### config.mk
export PLATFORM = sky130hd
export DESIGN_NAME = vipc_core
export DESIGN_NICKNAME = d
export VERILOG_FILES = /design/src/hdl/vipc_pkg.sv /design/src/hdl/vipc_blink.sv /design/src/hdl/vipc_core.sv
export SDC_FILE = /design/constraint.sdc
export NUM_CORES = 1
export LEC_CHECK = 0
export CAP_MARGIN = 20
export CORE_UTILIZATION = 40
export CTS_BUF_LIST = sky130_fd_sc_hd__clkbuf_8
export CTS_CLUSTER_DIAMETER = 50
export DETAILED_ROUTE_END_ITERATION = 7
export DONT_BUFFER_PORTS = 1
export PLACE_DENSITY = 0.62
export SYNTH_ARGS = -nofsm -noshare
export SYNTH_HDL_FRONTEND = slang
export SYNTH_SLANG_ARGS = --single-unit
### constraint.sdc
create_clock -name clk -period 1.85 [get_ports clk]
set_input_delay 0.37 -clock clk [delete_from_list [all_inputs] [get_ports clk]]
set_output_delay 0.37 -clock clk [all_outputs]
set_load 0.1 [all_outputs]
### src/hdl/vipc_pkg.sv
// Purpose: constants for the drive-level, indicator and power-save decoder
// Assumes: command bytes arrive one per write strobe, synchronous to clk
// Notes: command codes not printed for the drive-level mode set are
//   held here as plain defaults
// Behaviour
// - drive-level mode accepts only register-set byte
// - register-set loads six low bits, 64 steps
// - loading drive level ends drive-level mode
// - indicator on/off bit0; on arms register set
// - indicator pending refuses others until loaded
// - indicator off is a single-byte command
// - indicator code: off, 1s, 0.5s, steady
// - indicator output follows indicator code, forced off in sleep
// - all-points-on with display off enters power save
// - indicator off gives sleep, on gives standby
// - power save keeps settings and memory access
// - sleep stops oscillator, supply, all drive
// - standby stops supply, static drive continues
// - reset command in standby goes to sleep
// - blanking output low during power save
// - all-points-on bit0 forces all lit
// - reset command restores level and indicator
package vipc_pkg;
  // command byte codes and masks
  localparam logic [7:0] CMD_DISP_ONOFF = 8'hAE;
  localparam logic [7:0] CMD_ALL_POINTS = 8'hA4;
  localparam logic [7:0] CMD_IND_ONOFF = 8'hAC;
  localparam logic [7:0] CMD_SW_RESET = 8'hE2;
  localparam logic [7:0] CMD_VOL_MODE = 8'h81;
  localparam logic [7:0] MASK_BIT0 = 8'hFE;
  // field positions
  localparam int VOL_LSB = 0;
  localparam int VOL_MSB = 5;
  localparam int IND_LSB = 0;
  localparam int IND_MSB = 1;
  // reset values
  localparam logic [5:0] VOL_RESET = 6'h20;
  localparam logic [1:0] IND_RESET = 2'h0;
  // indicator codes
  localparam logic [1:0] IND_OFF = 2'h0;
  localparam logic [1:0] IND_BLINK_SLOW = 2'h1;
  localparam logic [1:0] IND_BLINK_FAST = 2'h2;
  localparam logic [1:0] IND_STEADY = 2'h3;
  // display clock ticks per second of blink timing
  localparam logic [15:0] TICKS_PER_SEC = 16'h0800;
  localparam logic [15:0] TICKS_HALF_SEC = 16'h0400;
  // pending second-byte states
  typedef enum logic [1:0] {VIPC_IDLE, VIPC_VOL_PEND, VIPC_IND_PEND}
    vipc_state_e;
endpackage : vipc_pkg

### src/hdl/vipc_blink.sv
// Purpose: static indicator blink phase generator
// Assumes: tick is a one-cycle pulse per display clock period
// Notes: tick is withheld by the caller while the oscillator is stopped
module vipc_blink (
  // clock and reset
  input wire logic clk,
  input wire logic reset,
  // display clock tick and mode
  input wire logic tick,
  input wire logic [1:0] mode,
  // indicator drive level
  output logic lit
);
  logic [15:0] count_reg;
  logic [15:0] count_next;
  logic phase_reg;
  logic phase_next;
  wire [15:0] half_period;
  wire wrap;

  // interval length chosen by mode, in display clock ticks
  assign half_period = (mode == vipc_pkg::IND_BLINK_FAST) ?
    vipc_pkg::TICKS_HALF_SEC : vipc_pkg::TICKS_PER_SEC;
  assign wrap = tick && (count_reg >= half_period - 16'h0001);
  assign count_next = !tick ? count_reg : (wrap ? 16'h0000 :
    count_reg + 16'h0001);
  assign phase_next = wrap ? !phase_reg : phase_reg;

  // output level per indicator code
  assign lit = (mode == vipc_pkg::IND_STEADY) ||
    (((mode == vipc_pkg::IND_BLINK_SLOW) ||
      (mode == vipc_pkg::IND_BLINK_FAST)) && phase_reg);

  // counter and phase
  always_ff @(posedge clk) begin
    if (reset || mode == vipc_pkg::IND_OFF) begin
      count_reg <= 16'h0000;
      phase_reg <= 1'b1;
    end else begin
      count_reg <= count_next;
      phase_reg <= phase_next;
    end
  end
endmodule : vipc_blink

### src/hdl/vipc_core.sv
// Purpose: decode drive-level, indicator and power-save commands
// Assumes: command_or_data_select low marks a command byte
// Notes: data bytes are passed by untouched in every mode
module vipc_core (
  // clock and reset
  input wire logic clk,
  input wire logic reset,
  // host write port
  input wire logic write_strobe,
  input wire logic command_or_data_select,
  input wire logic [7:0] write_byte,
  // display clock tick from oscillator divider
  input wire logic disp_clk_tick,
  // settings
  output logic [5:0] drive_level_value,
  output logic [1:0] indicator_blink_select,
  output logic display_on,
  output logic all_points_on,
  // power state and panel controls
  output logic sleep_active,
  output logic standby_active,
  output logic osc_enable,
  output logic supply_enable,
  output logic mux_drive_enable,
  output logic outputs_at_vdd,
  output logic blanking_out_n,
  output logic indicator_segment_out,
  output logic command_pending
);
  vipc_pkg::vipc_state_e state_reg;
  vipc_pkg::vipc_state_e state_next;
  logic [5:0] vol_reg;
  logic [5:0] vol_next;
  logic [1:0] ind_reg;
  logic [1:0] ind_next;
  logic disp_on_reg;
  logic all_on_reg;
  logic standby_reg;
  logic standby_next;
  logic ps_active_reg;
  logic seg_reg;
  wire cmd;
  wire is_disp;
  wire is_all;
  wire is_ind;
  wire is_rst;
  wire is_vol;
  wire idle;
  wire ps_now;
  wire blink_lit;
  wire blink_tick;

  // match a command ignoring its lowest bit
  function automatic logic match_bit0(input logic [7:0] b,
    input logic [7:0] code);
    match_bit0 = (b & vipc_pkg::MASK_BIT0) == code;
  endfunction : match_bit0

  // command decode
  assign cmd = write_strobe && !command_or_data_select;
  assign idle = state_reg == vipc_pkg::VIPC_IDLE;
  assign is_disp = match_bit0(write_byte, vipc_pkg::CMD_DISP_ONOFF);
  assign is_all = match_bit0(write_byte, vipc_pkg::CMD_ALL_POINTS);
  assign is_ind = match_bit0(write_byte, vipc_pkg::CMD_IND_ONOFF);
  assign is_rst = write_byte == vipc_pkg::CMD_SW_RESET;
  assign is_vol = write_byte == vipc_pkg::CMD_VOL_MODE;

  // pending second-byte sequencing
  always_comb begin
    state_next = state_reg;
    vol_next = vol_reg;
    ind_next = ind_reg;
    if (cmd) begin
      case (state_reg)
        vipc_pkg::VIPC_VOL_PEND: begin
          // only register set is possible here
          vol_next = write_byte[vipc_pkg::VOL_MSB:vipc_pkg::VOL_LSB];
          state_next = vipc_pkg::VIPC_IDLE;
        end
        vipc_pkg::VIPC_IND_PEND: begin
          // upper six bits ignored
          ind_next = write_byte[vipc_pkg::IND_MSB:vipc_pkg::IND_LSB];
          state_next = vipc_pkg::VIPC_IDLE;
        end
        vipc_pkg::VIPC_IDLE: begin
          if (is_vol) begin
            state_next = vipc_pkg::VIPC_VOL_PEND;
          end else if (is_ind && write_byte[0]) begin
            state_next = vipc_pkg::VIPC_IND_PEND;
          end else if (is_ind) begin
            ind_next = vipc_pkg::IND_OFF;
          end else if (is_rst) begin
            vol_next = vipc_pkg::VOL_RESET;
            ind_next = vipc_pkg::IND_RESET;
          end
        end
        default: begin
          state_next = vipc_pkg::VIPC_IDLE;
        end
      endcase
    end
  end

  // power save mode: entered by all-on with display off
  assign ps_now = all_on_reg && !disp_on_reg;
  assign standby_next = (ps_now && !ps_active_reg) ? (ind_reg != 2'h0) :
    ((cmd && idle && is_rst) ? 1'b0 : standby_reg);

  // state and settings registers
  always_ff @(posedge clk) begin
    if (reset) begin
      state_reg <= vipc_pkg::VIPC_IDLE;
      vol_reg <= vipc_pkg::VOL_RESET;
      ind_reg <= vipc_pkg::IND_RESET;
      disp_on_reg <= 1'b0;
      all_on_reg <= 1'b0;
      standby_reg <= 1'b0;
      ps_active_reg <= 1'b0;
    end else begin
      state_reg <= state_next;
      vol_reg <= vol_next;
      ind_reg <= ind_next;
      // settings kept through power save
      if (cmd && idle && is_disp) begin
        disp_on_reg <= write_byte[0];
      end
      if (cmd && idle && is_all) begin
        all_on_reg <= write_byte[0];
      end
      standby_reg <= standby_next;
      ps_active_reg <= ps_now;
    end
  end

  // blink runs only while the oscillator runs
  assign blink_tick = disp_clk_tick && osc_enable;

  vipc_blink u_blink (
    .clk(clk),
    .reset(reset),
    .tick(blink_tick),
    .mode(ind_reg),
    .lit(blink_lit)
  );

  // indicator segment driven by indicator state, held low while the oscillator is stopped
  always_ff @(posedge clk) begin
    if (reset) begin
      seg_reg <= 1'b0;
    end else begin
      seg_reg <= blink_lit && osc_enable;
    end
  end

  // outputs
  assign drive_level_value = vol_reg;
  assign indicator_blink_select = ind_reg;
  assign display_on = disp_on_reg;
  assign all_points_on = all_on_reg;
  assign sleep_active = ps_active_reg && !standby_reg;
  assign standby_active = ps_active_reg && standby_reg;
  assign osc_enable = !sleep_active;
  assign supply_enable = !ps_active_reg;
  assign mux_drive_enable = !ps_active_reg;
  assign outputs_at_vdd = ps_active_reg;
  assign blanking_out_n = !ps_active_reg;
  assign indicator_segment_out = seg_reg;
  assign command_pending = !idle;
endmodule : vipc_core

==> metrics.yaml <==
seq_area_um2: 651.9
overflow: 0
coreArea_um2: 3799
wl_per_cell_um: 15.22
drive_above_1_share_pct: 33.33
mostFrequentLayoutCell: "buf_4"
clk_path_buf_depth: 2
ys_seq_area_share_pct: 38.99
area_growth_pct: 31.53
place_worst_setup_slack_ps: -64.00
finalSetupTns_ps: -329.4
crit_chain: "inv_4 -> ha_4 -> ha_4 -> or4_4 -> o211ai_4 -> o311ai_4 -> buf_6 -> nor2_4"
worstSkewPairLatency_ps: 290
critPathLaunchType: "flop"
drt_iter0_markers: 143
synth.avg_cell_area_um2: 8.880
hold_buffers: 0
cts.clk_slew.worst_paths_ps: 70
min_path_type: "primary input to flop"
chipWidth_um: 66.09
wirelength_um: 4064
finClkSkew_ps: 5.665
fin_cells: 267
required_ps: 2080
vias: 1529
grt_max_degree: 15
nFillCells: 326
period_needed_ps: 1897
synth.distinct_cells: 51
synth_area_um2: 1643
timing.final.ws_setup_ps: -47.05
drv_cap: 0
dr.pass1.iters: 4
ant_nets: 0
numCtsBuffers: 5
num-nets-final: 236
rows: 22
power.density_nw_per_um2: 604.2
setup_viol: 12
cp_max_fo: 7
antenna_found_initial: 0
pwr-share-comb_pct: 2.3
mostFrequentLayoutCells: "29 x buf_4, 27 x dfxtp_1, 14 x nor2_1, 12 x nand4_1, 10 x nor3_1"
fp.dieH_um: 66.09
outcome: "finished with violations"
diodes: 0
slowest_stage: "or4_4"
largest_reg_flops: 16
drcViolationCount: 0
grt_pass1_vias: 1410
htree_levels: 2
p_sw_mw: 0.2735
end_kind: "flop"
yosys_register_bits: 32
slew_violations: 0
fmax_ghz: 0.5271
min_period_over_period_pct: 102.5
multi_input_area_um2: 1033
io_buffers: 0
power_frac_clock_pct: 45.2
ir_drop_uv: 473.7
cts_tree: "built"
dpl.hpwl_um: 2815
slew_headroom_pct: 63.23
yosysWarnings: 0
root_buffer: "clkbuf_8"
crit_top_cell: "ha_4"
rsz0062_at_grt: "true"
syn_nets: 203
synth_ff_type: "dfxtp_1"
async_reset_ff_share_pct: 0
path_class: "flop to flop"
worstMarginPinSlew_ps: 543.9
grt_pass1_wl_um: 6299
viasPerCell: 5.727
synth-edff-count: 0
clkSinkCount: 32
grt_usage_pct: 19.23
power_mw: 1.306
violations: "setup timing"
cpPeakStageDelay_ps: 450
final-hold-violation-count: 0
dieArea_um2: 4367
initial_utilization_pct: 43.25
p_sw_share_pct: 20.95
pwr-share-seq_pct: 52.6
p_leak_nw: 0.7763
syn_inst: 185
dp.cells: 254
io_pins: 32
arrival_ps: 2130
gp_congestion: 0.8665
internal_power_mw: 1.032
## final timing paths
path	startpoint	end	slack (ps)	cells past startpoint
min	reset	outputs_at_vdd	140	1
max	indicator_blink_select[0]	u_blink.count_reg[5]	-50	8
max reg2reg	indicator_blink_select[0]	u_blink.count_reg[5]	-50	8
min reg2reg	all_points_on	outputs_at_vdd	470	2
## through the flow
stage	hold WS (ps)	util, %	area (um2)
after floorplan	432.6	-	1700
after global placement	440.4	50.82	1931
after detailed placement	446.9	50.82	1931
after CTS	137.0	54.68	2077
after global routing	129.4	56.88	2161
final	142.1	56.88	2161
## Yosys cell counts (2+ instances only)
cell      number  share of area (%)
nand3_1        5                1.5
a21oi_1        5                1.5
nand2_1        7                1.6
clkbuf_1       4               0.91
nand2b_1       3                1.1
inv_1          9                2.1
nor4b_1        6                3.2
nand4_1       12                4.6
nor4_1         3                1.1
nor3_1        10                3.0
and3_1         3                1.1
and2_1         4                1.5
nor2b_1        2               0.76
o21ai_0        2               0.61
mux2i_1        2                1.2
dfxtp_1       32                 39
a21boi_0       2               0.91
or3_1          2               0.76
buf_4          2               0.91
nor2_1        21                4.8
a22o_1         7                3.7
a41oi_1        2                1.1
xor2_1         2                1.1
a31oi_1        2               0.76
ha_1           5                3.8
xnor2_1        6                3.2
## worst max-delay path: cells and delay by family, from the launching register on
kind / cells / cell delay [ps]
DFF: 1 / 360
and+or+nand+nor: 2 / 550
AOI/OAI and AO/OA: 2 / 410
buffers and inverters: 2 / 240
adders and majority gates: 2 / 290
## cell type report
cell class | instances | share of cell area [%]
Inverter | 10 | 2.027
Clock inverter | 1 | 0.1737
Timing Repair Buffer | 33 | 12.57
Clock buffer | 7 | 4.459
Sequential cell | 32 | 30.17
Multi-Input combinational cell | 136 | 47.83
Tap cell | 48 | 2.779
## metal layers
metal | share of wire, % | wire (um) | up-vias | global-route usage [%]
met5 | 0 | 0 | - | 0
met4 | 1.6 | 64 | 0 | 9.309
met1 | 45 | 1809 | 735 | 24.03
met3 | 5.0 | 204 | 6 | 5.172
met2 | 49 | 1986 | 39 | 30.36
li1 | - | - | 749 | -
## power groups by stage
| stage | Combinational, mW | Clock (mW) | Sequential [mW] |
|---|---|---|---|
| finish | 0.0299 | 0.589 | 0.686 |
| global route | 0.0329 | 0.639 | 0.686 |
| CTS | 0.0297 | 0.602 | 0.686 |
| detailed placement | 0.0296 | 0 | 0.702 |
| global placement | 0.0288 | 0 | 0.702 |
| floorplan | 0.0271 | 0 | 0.703 |
## repair_timing
item	CTS	global route
gates cloned	0	0
setup endpoints to repair	9	14
setup buffers	3	3
gates resized for setup	6	17
pin swaps	3	3
## kinds of logic (layout without fill, tap and decap cells)
group | count (synthesis) | count (layout) | synth area share (%)
AND/OR/NAND/NOR | 90 | 90 | 32.06
multiplexers | 3 | 3 | 1.904
XOR/XNOR | 8 | 8 | 4.265
buffers and inverters | 17 | 51 | 4.416
flip-flops | 32 | 32 | 38.99
AO/OA/AOI/OAI | 30 | 30 | 14.55
adder cells (fa/ha/maj) | 5 | 5 | 3.808
No activity file was read; power rests on OpenSTA's default activity.
